$ cat src/serial_port_regs.svh
`ifndef SERIAL_PORT_REGS_SVH
`define SERIAL_PORT_REGS_SVH
// Oversample ticks per bit and half bit
`define OVERSAMPLE 5'd16
`define HALF_BIT 4'd7
`define LAST_TICK 4'hF
// Majority sample points within a bit
`define VOTE_A 4'd7
`define VOTE_B 4'd8
`define VOTE_C 4'd9
// Character lengths in data bits, and receive FIFO depth
`define BITS_EIGHT 4'd8
`define BITS_NINE 4'd9
`define FIFO_DEPTH 2'd2
`endif

$ cat src/serial_port_pkg.sv
package serial_port_pkg;
	typedef struct packed {
		logic port_enable;
		logic tx_enable;
		logic rx_enable;
		logic tx_invert;
		logic tx_nine_bit_mode;
		logic rx_nine_bit_mode;
	} port_cfg_t;
	typedef struct packed {
		logic frame_err;
		logic [8:0] data;
	} rx_char_t;
	typedef enum logic [1:0] {TX_IDLE, TX_START, TX_DATA, TX_STOP} tx_state_t;
	typedef enum logic [1:0] {RX_IDLE, RX_START, RX_DATA, RX_STOP} rx_state_t;
endpackage

$ cat src/rx_char_fifo.sv
`timescale 1ns/1ps
`include "serial_port_regs.svh"
module rx_char_fifo (
	// Clock and clear
	input wire logic clk,
	input wire logic rst_n,
	input wire logic flush,
	// Write side
	input wire logic push,
	input wire serial_port_pkg::rx_char_t wdata,
	// Read side
	input wire logic pop,
	output serial_port_pkg::rx_char_t rdata,
	output logic [1:0] count
);
	import serial_port_pkg::*;
	rx_char_t mem [0:1];
	logic wr_ptr;
	logic rd_ptr;
	wire do_pop = pop && (count != 2'd0);
	wire do_push = push && (count != `FIFO_DEPTH);
	assign rdata = mem[rd_ptr];
	always_ff @(posedge clk) begin
		if (!rst_n || flush) begin
			wr_ptr <= 1'b0;
			rd_ptr <= 1'b0;
			count <= 2'd0;
		end else begin
			if (do_push) begin
				mem[wr_ptr] <= wdata;
				wr_ptr <= ~wr_ptr;
			end
			if (do_pop)
				rd_ptr <= ~rd_ptr;
			count <= count + {1'b0, do_push} - {1'b0, do_pop};
		end
	end
endmodule

$ cat src/serial_tx_rx.sv
`timescale 1ns/1ps
`include "serial_port_regs.svh"
module serial_tx_rx (
	// Clock and reset
	input wire logic clk,
	input wire logic rst_n,
	// Configuration and baud tick
	input wire serial_port_pkg::port_cfg_t cfg,
	input wire logic baud_tick,
	// Transmit side
	input wire logic tx_write,
	input wire logic [7:0] tx_data,
	input wire logic tx_ninth_bit,
	output logic tx_space_flag,
	output logic tx_shift_empty,
	output logic tx_pin,
	// Receive side
	input wire logic rx_pin,
	input wire logic rx_read,
	output logic [8:0] rx_data,
	output logic rx_frame_err_flag,
	output logic rx_overrun_flag,
	output logic rx_avail_flag,
	// Interrupt enables and request
	input wire logic rx_irq_en,
	input wire logic periph_irq_en,
	input wire logic global_irq_en,
	output logic rx_irq
);
	import serial_port_pkg::*;

	// Transmitter
	tx_state_t tx_state;
	logic [8:0] tx_holding_reg;
	logic hold_full;
	logic [8:0] tx_shift_reg;
	logic [3:0] tx_tick;
	logic [3:0] tx_bit;
	logic tx_line;
	wire tx_on = cfg.port_enable && cfg.tx_enable;
	wire [3:0] tx_len = cfg.tx_nine_bit_mode ? `BITS_NINE : `BITS_EIGHT;
	wire tx_bit_end = baud_tick && (tx_tick == `LAST_TICK);
	wire tx_idle = (tx_state == TX_IDLE);
	wire [8:0] tx_word = {cfg.tx_nine_bit_mode & tx_ninth_bit, tx_data};
	wire load_direct = tx_write && tx_idle && !hold_full;
	wire load_queued = hold_full && tx_idle;
	wire tx_load = tx_on && (load_direct || load_queued);

	always_ff @(posedge clk) begin
		if (!rst_n || !tx_on) begin
			hold_full <= 1'b0;
			tx_holding_reg <= 9'h000;
		end else if (tx_write && !load_direct) begin
			hold_full <= 1'b1;
			tx_holding_reg <= tx_word;
		end else if (load_queued) begin
			hold_full <= 1'b0;
		end
	end

	always_ff @(posedge clk) begin
		if (!rst_n || !tx_on) begin
			tx_state <= TX_IDLE;
			tx_shift_reg <= 9'h000;
			tx_tick <= 4'h0;
			tx_bit <= 4'h0;
			tx_line <= 1'b1;
		end else begin
			if (baud_tick)
				tx_tick <= tx_tick + 4'h1;
			unique case (tx_state)
				TX_IDLE: begin
					tx_line <= 1'b1;
					if (tx_load) begin
						tx_shift_reg <= load_direct ? tx_word : tx_holding_reg;
						tx_state <= TX_START;
						tx_tick <= 4'h0;
						tx_line <= 1'b0;
					end
				end
				TX_START: begin
					if (tx_bit_end) begin
						tx_state <= TX_DATA;
						tx_bit <= 4'h0;
						tx_line <= tx_shift_reg[0];
					end
				end
				TX_DATA: begin
					if (tx_bit_end) begin
						tx_shift_reg <= {1'b0, tx_shift_reg[8:1]};
						tx_bit <= tx_bit + 4'h1;
						if (tx_bit == tx_len - 4'h1) begin
							tx_state <= TX_STOP;
							tx_line <= 1'b1;
						end else begin
							tx_line <= tx_shift_reg[1];
						end
					end
				end
				TX_STOP: begin
					if (tx_bit_end)
						tx_state <= TX_IDLE;
				end
			endcase
		end
	end

	always_ff @(posedge clk) begin
		if (!rst_n)
			tx_pin <= 1'b1;
		else
			tx_pin <= tx_line ^ cfg.tx_invert;
	end

	// no software path to the flag
	always_ff @(posedge clk) begin
		if (!rst_n) begin
			tx_space_flag <= 1'b0;
			tx_shift_empty <= 1'b1;
		end else begin
			tx_space_flag <= tx_on && !hold_full;
			tx_shift_empty <= tx_idle && !tx_load;
		end
	end

	// Receiver input synchroniser
	logic rx_meta;
	logic rx_sync;
	logic rx_prev;
	always_ff @(posedge clk) begin
		if (!rst_n) begin
			rx_meta <= 1'b1;
			rx_sync <= 1'b1;
			rx_prev <= 1'b1;
		end else begin
			rx_meta <= rx_pin;
			rx_sync <= rx_meta;
			rx_prev <= rx_sync;
		end
	end

	rx_state_t rx_state;
	logic [3:0] rx_tick;
	logic [3:0] rx_bit;
	logic [8:0] rx_shift_reg;
	logic [1:0] vote;
	logic overrun;
	rx_char_t fifo_out;
	logic [1:0] fifo_count;
	logic push;
	rx_char_t push_char;
	wire rx_on = cfg.port_enable && cfg.rx_enable;
	wire [3:0] rx_len = cfg.rx_nine_bit_mode ? `BITS_NINE : `BITS_EIGHT;
	wire falling = rx_prev && !rx_sync;
	wire at_vote = (rx_tick == `VOTE_A) || (rx_tick == `VOTE_B)
		|| (rx_tick == `VOTE_C);
	wire bit_val = (vote + {1'b0, rx_sync}) >= 2'd2;
	wire [8:0] rx_aligned = cfg.rx_nine_bit_mode ? rx_shift_reg
		: {1'b0, rx_shift_reg[8:1]};
	wire fifo_full = (fifo_count == `FIFO_DEPTH);

	always_ff @(posedge clk) begin
		if (!rst_n || !rx_on) begin
			rx_state <= RX_IDLE;
			rx_tick <= 4'h0;
			rx_bit <= 4'h0;
			rx_shift_reg <= 9'h000;
			vote <= 2'd0;
			push <= 1'b0;
			push_char <= '0;
		end else begin
			push <= 1'b0;
			unique case (rx_state)
				RX_IDLE: begin
					rx_tick <= 4'h0;
					if (falling && !overrun)
						rx_state <= RX_START;
				end
				RX_START: begin
					if (baud_tick) begin
						rx_tick <= rx_tick + 4'h1;
						if (rx_tick == `HALF_BIT && rx_sync)
							rx_state <= RX_IDLE;
						// Run out the start bit so votes land mid-bit
						if (rx_tick == `LAST_TICK) begin
							rx_state <= RX_DATA;
							rx_bit <= 4'h0;
							vote <= 2'd0;
						end
					end
				end
				RX_DATA: begin
					if (baud_tick) begin
						rx_tick <= rx_tick + 4'h1;
						if (at_vote && rx_tick != `VOTE_C)
							vote <= vote + {1'b0, rx_sync};
						if (rx_tick == `VOTE_C) begin
							vote <= 2'd0;
							rx_shift_reg <= {bit_val, rx_shift_reg[8:1]};
						end
						if (rx_tick == `LAST_TICK) begin
							rx_bit <= rx_bit + 4'h1;
							if (rx_bit == rx_len - 4'h1)
								rx_state <= RX_STOP;
						end
					end
				end
				RX_STOP: begin
					if (baud_tick) begin
						rx_tick <= rx_tick + 4'h1;
						if (rx_tick == `VOTE_B) begin
							push <= 1'b1;
							push_char.data <= rx_aligned;
							push_char.frame_err <= !rx_sync;
							rx_state <= RX_IDLE;
						end
					end
				end
			endcase
		end
	end

	always_ff @(posedge clk) begin
		if (!rst_n || !rx_on)
			overrun <= 1'b0;
		else if (push && fifo_full)
			overrun <= 1'b1;
	end

	rx_char_fifo fifo (
		.clk(clk),
		.rst_n(rst_n),
		.flush(!cfg.port_enable),
		.push(push && !overrun),
		.wdata(push_char),
		.pop(rx_read),
		.rdata(fifo_out),
		.count(fifo_count)
	);

	always_ff @(posedge clk) begin
		if (!rst_n) begin
			rx_data <= 9'h000;
			rx_frame_err_flag <= 1'b0;
			rx_overrun_flag <= 1'b0;
			rx_avail_flag <= 1'b0;
			rx_irq <= 1'b0;
		end else begin
			rx_data <= fifo_out.data;
			rx_frame_err_flag <= (fifo_count != 2'd0) && fifo_out.frame_err;
			rx_overrun_flag <= overrun || (push && fifo_full && rx_on);
			rx_avail_flag <= rx_on && (fifo_count != 2'd0);
			rx_irq <= rx_on && (fifo_count != 2'd0) && rx_irq_en
				&& periph_irq_en && global_irq_en;
		end
	end

	// Assertions
	// shift empty clears on load
	shift_empty_a: assert property (@(posedge clk) disable iff (!rst_n)
		tx_load |=> !tx_shift_empty)
		else $error("shift empty not cleared on load");
	start_bit_a: assert property (@(posedge clk) disable iff (!rst_n)
		tx_load && !cfg.tx_invert |=> ##1 !tx_pin)
		else $error("start bit missing after load");
	space_flag_a: assert property (@(posedge clk) disable iff (!rst_n)
		##1 tx_space_flag == $past(tx_on && !hold_full))
		else $error("space flag wrong");
	space_valid_a: assert property (@(posedge clk) disable iff (!rst_n)
		tx_write && !tx_idle && tx_on |-> ##2 !tx_space_flag)
		else $error("space flag not cleared after queued write");
	avail_flag_a: assert property (@(posedge clk) disable iff (!rst_n)
		rx_on && fifo_count != 2'd0 |=> rx_avail_flag)
		else $error("avail flag missing");
	irq_gate_a: assert property (@(posedge clk) disable iff (!rst_n)
		rx_irq |-> $past(rx_irq_en && periph_irq_en && global_irq_en))
		else $error("irq without all enables");
	overrun_set_a: assert property (@(posedge clk) disable iff (!rst_n)
		push && fifo_full && rx_on |=> overrun)
		else $error("overrun not set");
	overrun_block_a: assert property (@(posedge clk) disable iff (!rst_n)
		overrun && !rx_read |=> fifo_count == $past(fifo_count))
		else $error("FIFO grew during overrun");
	start_abort_a: assert property (@(posedge clk) disable iff (!rst_n)
		rx_on && rx_state == RX_START && baud_tick && rx_tick == `HALF_BIT
		&& rx_sync |=> rx_state == RX_IDLE)
		else $error("false start not abandoned");
endmodule

$ cat config.mk
export PLATFORM = sky130hd
export DESIGN_NAME = serial_tx_rx
export DESIGN_NICKNAME = d
export VERILOG_FILES = /design/src/serial_port_pkg.sv /design/src/rx_char_fifo.sv /design/src/serial_tx_rx.sv
export VERILOG_INCLUDE_DIRS = /design/src
export SDC_FILE = /design/constraint.sdc
export NUM_CORES = 1
export LEC_CHECK = 0
export BUFFER_PORTS_ARGS = -buffer_cell sky130_fd_sc_hd__buf_2
export CORE_UTILIZATION = 50
export DETAILED_ROUTE_END_ITERATION = 10
export PLACE_DENSITY = 0.77
export SETUP_SLACK_MARGIN = 0.1
export SLEW_MARGIN = 20
export SYNTH_ARGS = -nofsm -noshare
export SYNTH_HDL_FRONTEND = slang
export SYNTH_SLANG_ARGS = --single-unit
$ cat constraint.sdc
create_clock -name clk -period 2.35 [get_ports clk]
set_input_delay 0 -clock clk [delete_from_list [all_inputs] [get_ports clk]]
set_output_delay 0 -clock clk [all_outputs]
set_load 0.1 [all_outputs]
After elaboration in Yosys (flattened, before gate mapping) --
Memories as Yosys holds them, arrays and structs flattened. A register that Yosys moved wholly into a read port is not among the register bits. Index checks and enable logic that the tools add are counted.
Word-level totals: register bits after elaboration 86, bits in latches 0, bits in writable memories 20, bits in read-only memories 0, bits of input ports 24, output and inout port bits 16, word-level logic and storage cells 193, memories 1
Memories:
- fifo.mem | words 2, width 10, rd ports 1, clocked after memory_dff 1, wr ports 1, line rx_char_fifo.sv:17 | rx_char_t mem [0:1];
Operators by class: add/sub/neg operators 9, multiply operators 0, divide/modulo/power cells 0, order comparisons 1, eq/ne operators 32, shift-type cells 0, muxes and demuxes 55, bitwise gates (word level) 6, reductions and logical operators 59
Operator list (number):
- two-way mux 4 bit | 10
- two-way mux 2 bit | 19
- two-way mux 9 bit | 4
- inequality test 2 bit, second input constant | 13
- logical AND 1 bit | 24
- case mux 4 bit (2 select lines) | 3
- case mux 9 bit (2 select lines) | 1
- adder 4 x 1 -> 4 bit, second input constant | 4
- equality test 4 bit, second input constant | 4
- case mux 2 bit (4 select lines) | 2
- AND reduction 3 bit | 5
- AND reduction 5 bit | 3
- two-way mux 1 bit | 14
- equality test 2 bit, second input constant | 5
- nonzero test 2 bit | 5
- logical NOT 1 bit | 9
- equality test 4 bit | 2
- AND reduction 8 bit | 1
- subtractor 4 x 1 -> 4 bit, second input constant | 2
- logical OR 1 bit | 7
- inequality test 3 bit, second input constant | 2
- OR reduction 3 bit | 2
- adder 2 x 1 -> 2 bit | 2
- equality test 2 x 1 -> 1 bit, second input constant | 2
- other kinds (12) | 17

Depth between registers and ports, before layout --
word-level depth 8, gate-level depth with buffers 8, mapped depth without buffers 8

Hierarchy --
Synthesis repeated with hierarchy kept, for this count alone.
Second synthesis, totals: cell total of the unflattened synthesis 447, area total of the unflattened synthesis 4581.9 um^2
Modules (own cells, without submodules):
- serial_tx_rx | instances 1, cells an instance 390, area each 3612.2 um^2, sequential area each 1641.6 um^2
- rx_char_fifo | instances 1, cells an instance 57, area each 969.7 um^2, sequential area each 700.7 um^2

Worst setup path after synthesis --
Ideal clock, no wire load.
kind register to register, start register fifo.count[1], end memory fifo.mem[0][0] in the netlist's numbering, enable pin, setup time 392 ps, arrival time 1663 ps, required time 1958 ps, setup slack 295 ps, stages on the path, launching flop included 4, buffers on the path 0, clock period less this slack 2055 ps, cell sequence dfxtp_1 -> nor2b_1 -> nor3b_1 -> nor3b_1
On the way: word-level cells in the longest chain between the ends 5
RTL lines:
- from (decl) | line rx_char_fifo.sv:14 | output logic [1:0] count
- from (signal assigned) | line rx_char_fifo.sv:35 | count <= count + {1'b0, do_push} - {1'b0, do_pop};
- inequality test 2 bit (no source line)
- logical AND 1 bit | line rx_char_fifo.sv:21 | wire do_push = push && (count != `FIFO_DEPTH);
- net fifo.do_push | line rx_char_fifo.sv:21
- two-way mux 1 bit | line rx_char_fifo.sv:29 | if (do_push) begin
- two-way mux 1 bit | line rx_char_fifo.sv:24 | if (!rst_n || flush) begin
- two-way mux 1 bit (not written as such) | line rx_char_fifo.sv:30 | mem[wr_ptr] <= wdata;
- to (decl) | line rx_char_fifo.sv:17
The timed path passes the listed nets, and every way through them passes these cells.

Worst setup path in the final report --
start register tx_state[0], end register tx_holding_reg[8]
On the way: word-level cells in the longest chain between the ends 5
RTL lines:
- from (decl) | line serial_tx_rx.sv:33 | tx_state_t tx_state;
- from (signal assigned) | line serial_tx_rx.sv:63 | tx_state <= TX_IDLE;
- from (signal assigned) | line serial_tx_rx.sv:76 | tx_state <= TX_START;
- from (signal assigned) | line serial_tx_rx.sv:83 | tx_state <= TX_DATA;
- logical NOT 2 bit | line serial_tx_rx.sv:43 | wire tx_idle = (tx_state == TX_IDLE);
- logical AND 1 bit (2 in series) | line serial_tx_rx.sv:45 | wire load_direct = tx_write && tx_idle && !hold_full;
- logical NOT 1 bit | line serial_tx_rx.sv:53 | end else if (tx_write && !load_direct) begin
- logical AND 1 bit | line serial_tx_rx.sv:53
- to (signal assigned) | line serial_tx_rx.sv:55 | tx_holding_reg <= tx_word;
- to (decl) | line serial_tx_rx.sv:34 | logic [8:0] tx_holding_reg;
Every way passes these cells. A chain may end at the register's enable or synchronous reset.

==> results.sh <==
export IMPL_outcome="finished, violations left"
export IMPL_violations="design-rule violations"
export IMPL_worst_slew_pin_slew_ns=0.611
export IMPL_met2_usage_pct=30.9
export IMPL_area_delta_synth_final_pct=13.0
export IMPL_synth_area_leaders="dfxtp_1 38%, edfxtp_1 13%, mux2i_1 8.7%, nor2_1 4.1%, ha_1 3.8%"
export IMPL_power_density_nw_per_um2=588
export IMPL_vias=3389
export IMPL_ys_ff_latch=107
export IMPL_start_util_pct=52.0
export IMPL_setup_ws_ns=0.363
export IMPL_syn_area_per_cell_um2=10.1
export IMPL_post_place_ws_ns=0.386
export IMPL_route_detailed_drc=8
export IMPL_crit_fanout=10
export IMPL_synth_common_cells="87 x dfxtp_1, 50 x nor2_1, 40 x mux2i_1, 36 x nand2_1"
export IMPL_drv_slew=0
export IMPL_viasPerCell=5.50
export IMPL_firstDrtPassIters=8
export IMPL_ir_drop_mv=0.269
export IMPL_cts_tree="built"
export IMPL_grt_busiest_layer="met2"
export IMPL_synth_mux_area_share_pct=8.74
export IMPL_synth_edf_count=20
export IMPL_drt_antenna_violating_nets=0
export IMPL_die_y_um=97.7
export IMPL_ys_types=48
export IMPL_cp_arrival_ns=2.29
export IMPL_synth_simple_area_share_pct=19.5
export IMPL_min_period_over_period_pct=84.5
export IMPL_overflow=0
export IMPL_synth_top_area_share_pct=38.0
export IMPL_port_buffers=39
export IMPL_worstSetupStartpointType="flip-flop"
export IMPL_yosysWarnings=0
export IMPL_top_regs="fifo.mem (20), push_char (10)"
export IMPL_cap_violations=0
export IMPL_setup_viol=0
export IMPL_core_area_um2=8810
export IMPL_placed_cell_area_um2=4850
export IMPL_insertion_delay_ns=0.37
export IMPL_ys_flop_type="dfxtp_1"
export IMPL_cts_buffer_depth=2
export IMPL_yosysTopAreaCell="dfxtp_1"
export IMPL_synth_fa_ha_area_share_pct=3.82
export IMPL_met3_usage_pct=3.81
export IMPL_die_x_um=97.7
export IMPL_place_congestion=0.850
export IMPL_cts_resized_gates=0
export IMPL_largest_reg_flops=20
export IMPL_synth_compound_area_share_pct=11.0
export IMPL_grt_pass1_wl_mm=14.1
export IMPL_slowest_stage="dlygate4sd3_1"
export IMPL_min_path_type="in2reg"
export IMPL_die_area_um2=9550
export IMPL_fp_row_count=34
export IMPL_yosysMostFrequentCell="dfxtp_1"
export IMPL_regMostFlops="fifo.mem"
export IMPL_hold_violations=0
export IMPL_layout_min_cycle_time_ns=1.99
export IMPL_synth_xor_area_share_pct=2.68
export IMPL_syn_inst=455
export IMPL_clk_root_buffer_cell="clkbuf_8"
export IMPL_design_area_um2=5180
export IMPL_fmax_mhz=503
export IMPL_final_net_count=541
export IMPL_finalSetupTns_ns=0
export IMPL_routedWlPerCell_um=13.8
export IMPL_grtUsageMet1_pct=23.2
export IMPL_antenna_found_initial=0
export IMPL_cts_sinks=107
export IMPL_yosysSeqAreaShare_pct=51.1
export IMPL_rsz0062_at_grt="false"
export IMPL_drive_above_1_share_pct=13.2
export IMPL_cts_buffers=9
export IMPL_diodes=0
export IMPL_cts_htree_levels=3
export IMPL_grt_pass1_vias=3183
export IMPL_path_cells="inv_1 > ha_1 > nand2b_1 > buf_4 > nand4_1 > dlygate4sd3_1 > a21oi_1"
export IMPL_grt_max_degree=24
export IMPL_fin_util_pct=58.8
export IMPL_crit_type="reg2reg"
export IMPL_hpwlAfterDp_mm=5.96
export IMPL_max_slew_margin_rel_pct=59.2
export IMPL_synth_top_family_by_area="simple AND/OR/NAND/NOR gates"
export IMPL_routed_wl_mm=8.48
export IMPL_async_flop_share_pct=0
export IMPL_grtUsageTotal_pct=18.5
export IMPL_cp_required_ns=2.65
export IMPL_syn_num_nets=493
export IMPL_p_leak_uw=0.00200
export IMPL_critPathCaptureType="flip-flop"
export IMPL_cts_clk_slew_worst_paths_ns=0.10
export IMPL_drt_iter0_drc=217
export IMPL_clock_skew_ns=0.0104
export IMPL_finalHoldWorstSlack_ns=0.0141
export IMPL_io_pins=40
export IMPL_synth_area_um2=4580
export IMPL_critPathMaxStageDelay_ns=0.59
## routing by layer
layer	routed length (um)	up-vias	share of wire, %
met5	0	-	0
li1	-	1711	-
met2	4110	52	48
met4	163	0	1.9
met1	3950	1614	47
met3	258	12	3.0
## cell usage in the layout, fill, tap and decap left out, drive strengths merged, types with 2 or more instances in the layout
cell / count
a211oi: 10
a21o: 2
a21oi: 20
a22o: 11
a22oi: 2
and2: 5
and3: 7
and4: 3
buf: 46
clkbuf: 10
clkinv: 3
dfxtp: 87
dlygate4sd3: 15
edfxtp: 20
ha: 14
inv: 11
mux2i: 40
nand2: 36
nand2b: 12
nand3: 13
nand3b: 5
nand4: 10
nand4b: 2
nor2: 51
nor2b: 12
nor3: 7
nor3b: 4
nor4b: 2
o21ai: 20
xnor2: 6
xor2: 8
## logic make-up after synthesis
kind of cell    count (synthesis)
xor+xnor                       14
buf+inv                        32
flops                         107
fa+ha+maj                      14
mux                            40
simple gates                  172
compound gates                 76
## power breakdown
group          internal [uW]  leakage [uW]  switching, uW
Sequential              1860      0.000935           4.14
Combinational           61.1      0.000977           89.1
Clock                    400     0.0000931            627
Total                   2330       0.00200            720
## what timing repair did
| item | in CTS | in global routing |
|---|---|---|
| setup buffers | 0 | 0 |
| endpoints found under the hold margin | 13 | 0 |
| hold buffers | 15 | 0 |
## stage by stage
step | total power (uW) | cells
6_report | 3050 | 616
5_1_grt | 3160 | 616
4_1_cts | 3070 | 616
3_5_place_dp | 2040 | 585
3_3_place_gp | 2040 | 585
2_1_floorplan | 2000 | 455
## layout make-up
cell class | count | area (um2)
clock buffer | 10 | 128
clock inverter | 6 | 48.8
fill | 759 | 3630
inverter | 8 | 30.0
multi-input combinational | 316 | 2100
sequential | 107 | 2340
tap | 108 | 135
timing repair buffer | 61 | 398
## worst max-delay path: cells and delay by family, from the launching register on
family,cells,cell delay (ns)
buf+inv,3,0.86
flops,1,0.39
fa+ha+maj,1,0.30
compound gates,1,0.15
simple gates,2,0.22
## final timing paths
kind | startpoint | to | slack, ns | depth (start not counted)
worst max-delay path | tx_state[0] | tx_holding_reg[8] | 0.36 | 7
worst min-delay path | rst_n | rx_sync | 0.01 | 2
worst max register to register | tx_state[0] | tx_holding_reg[8] | 0.36 | 7
worst min register to register | rx_meta | rx_sync | 0.45 | 1
Power figures use the tool's default switching activity.
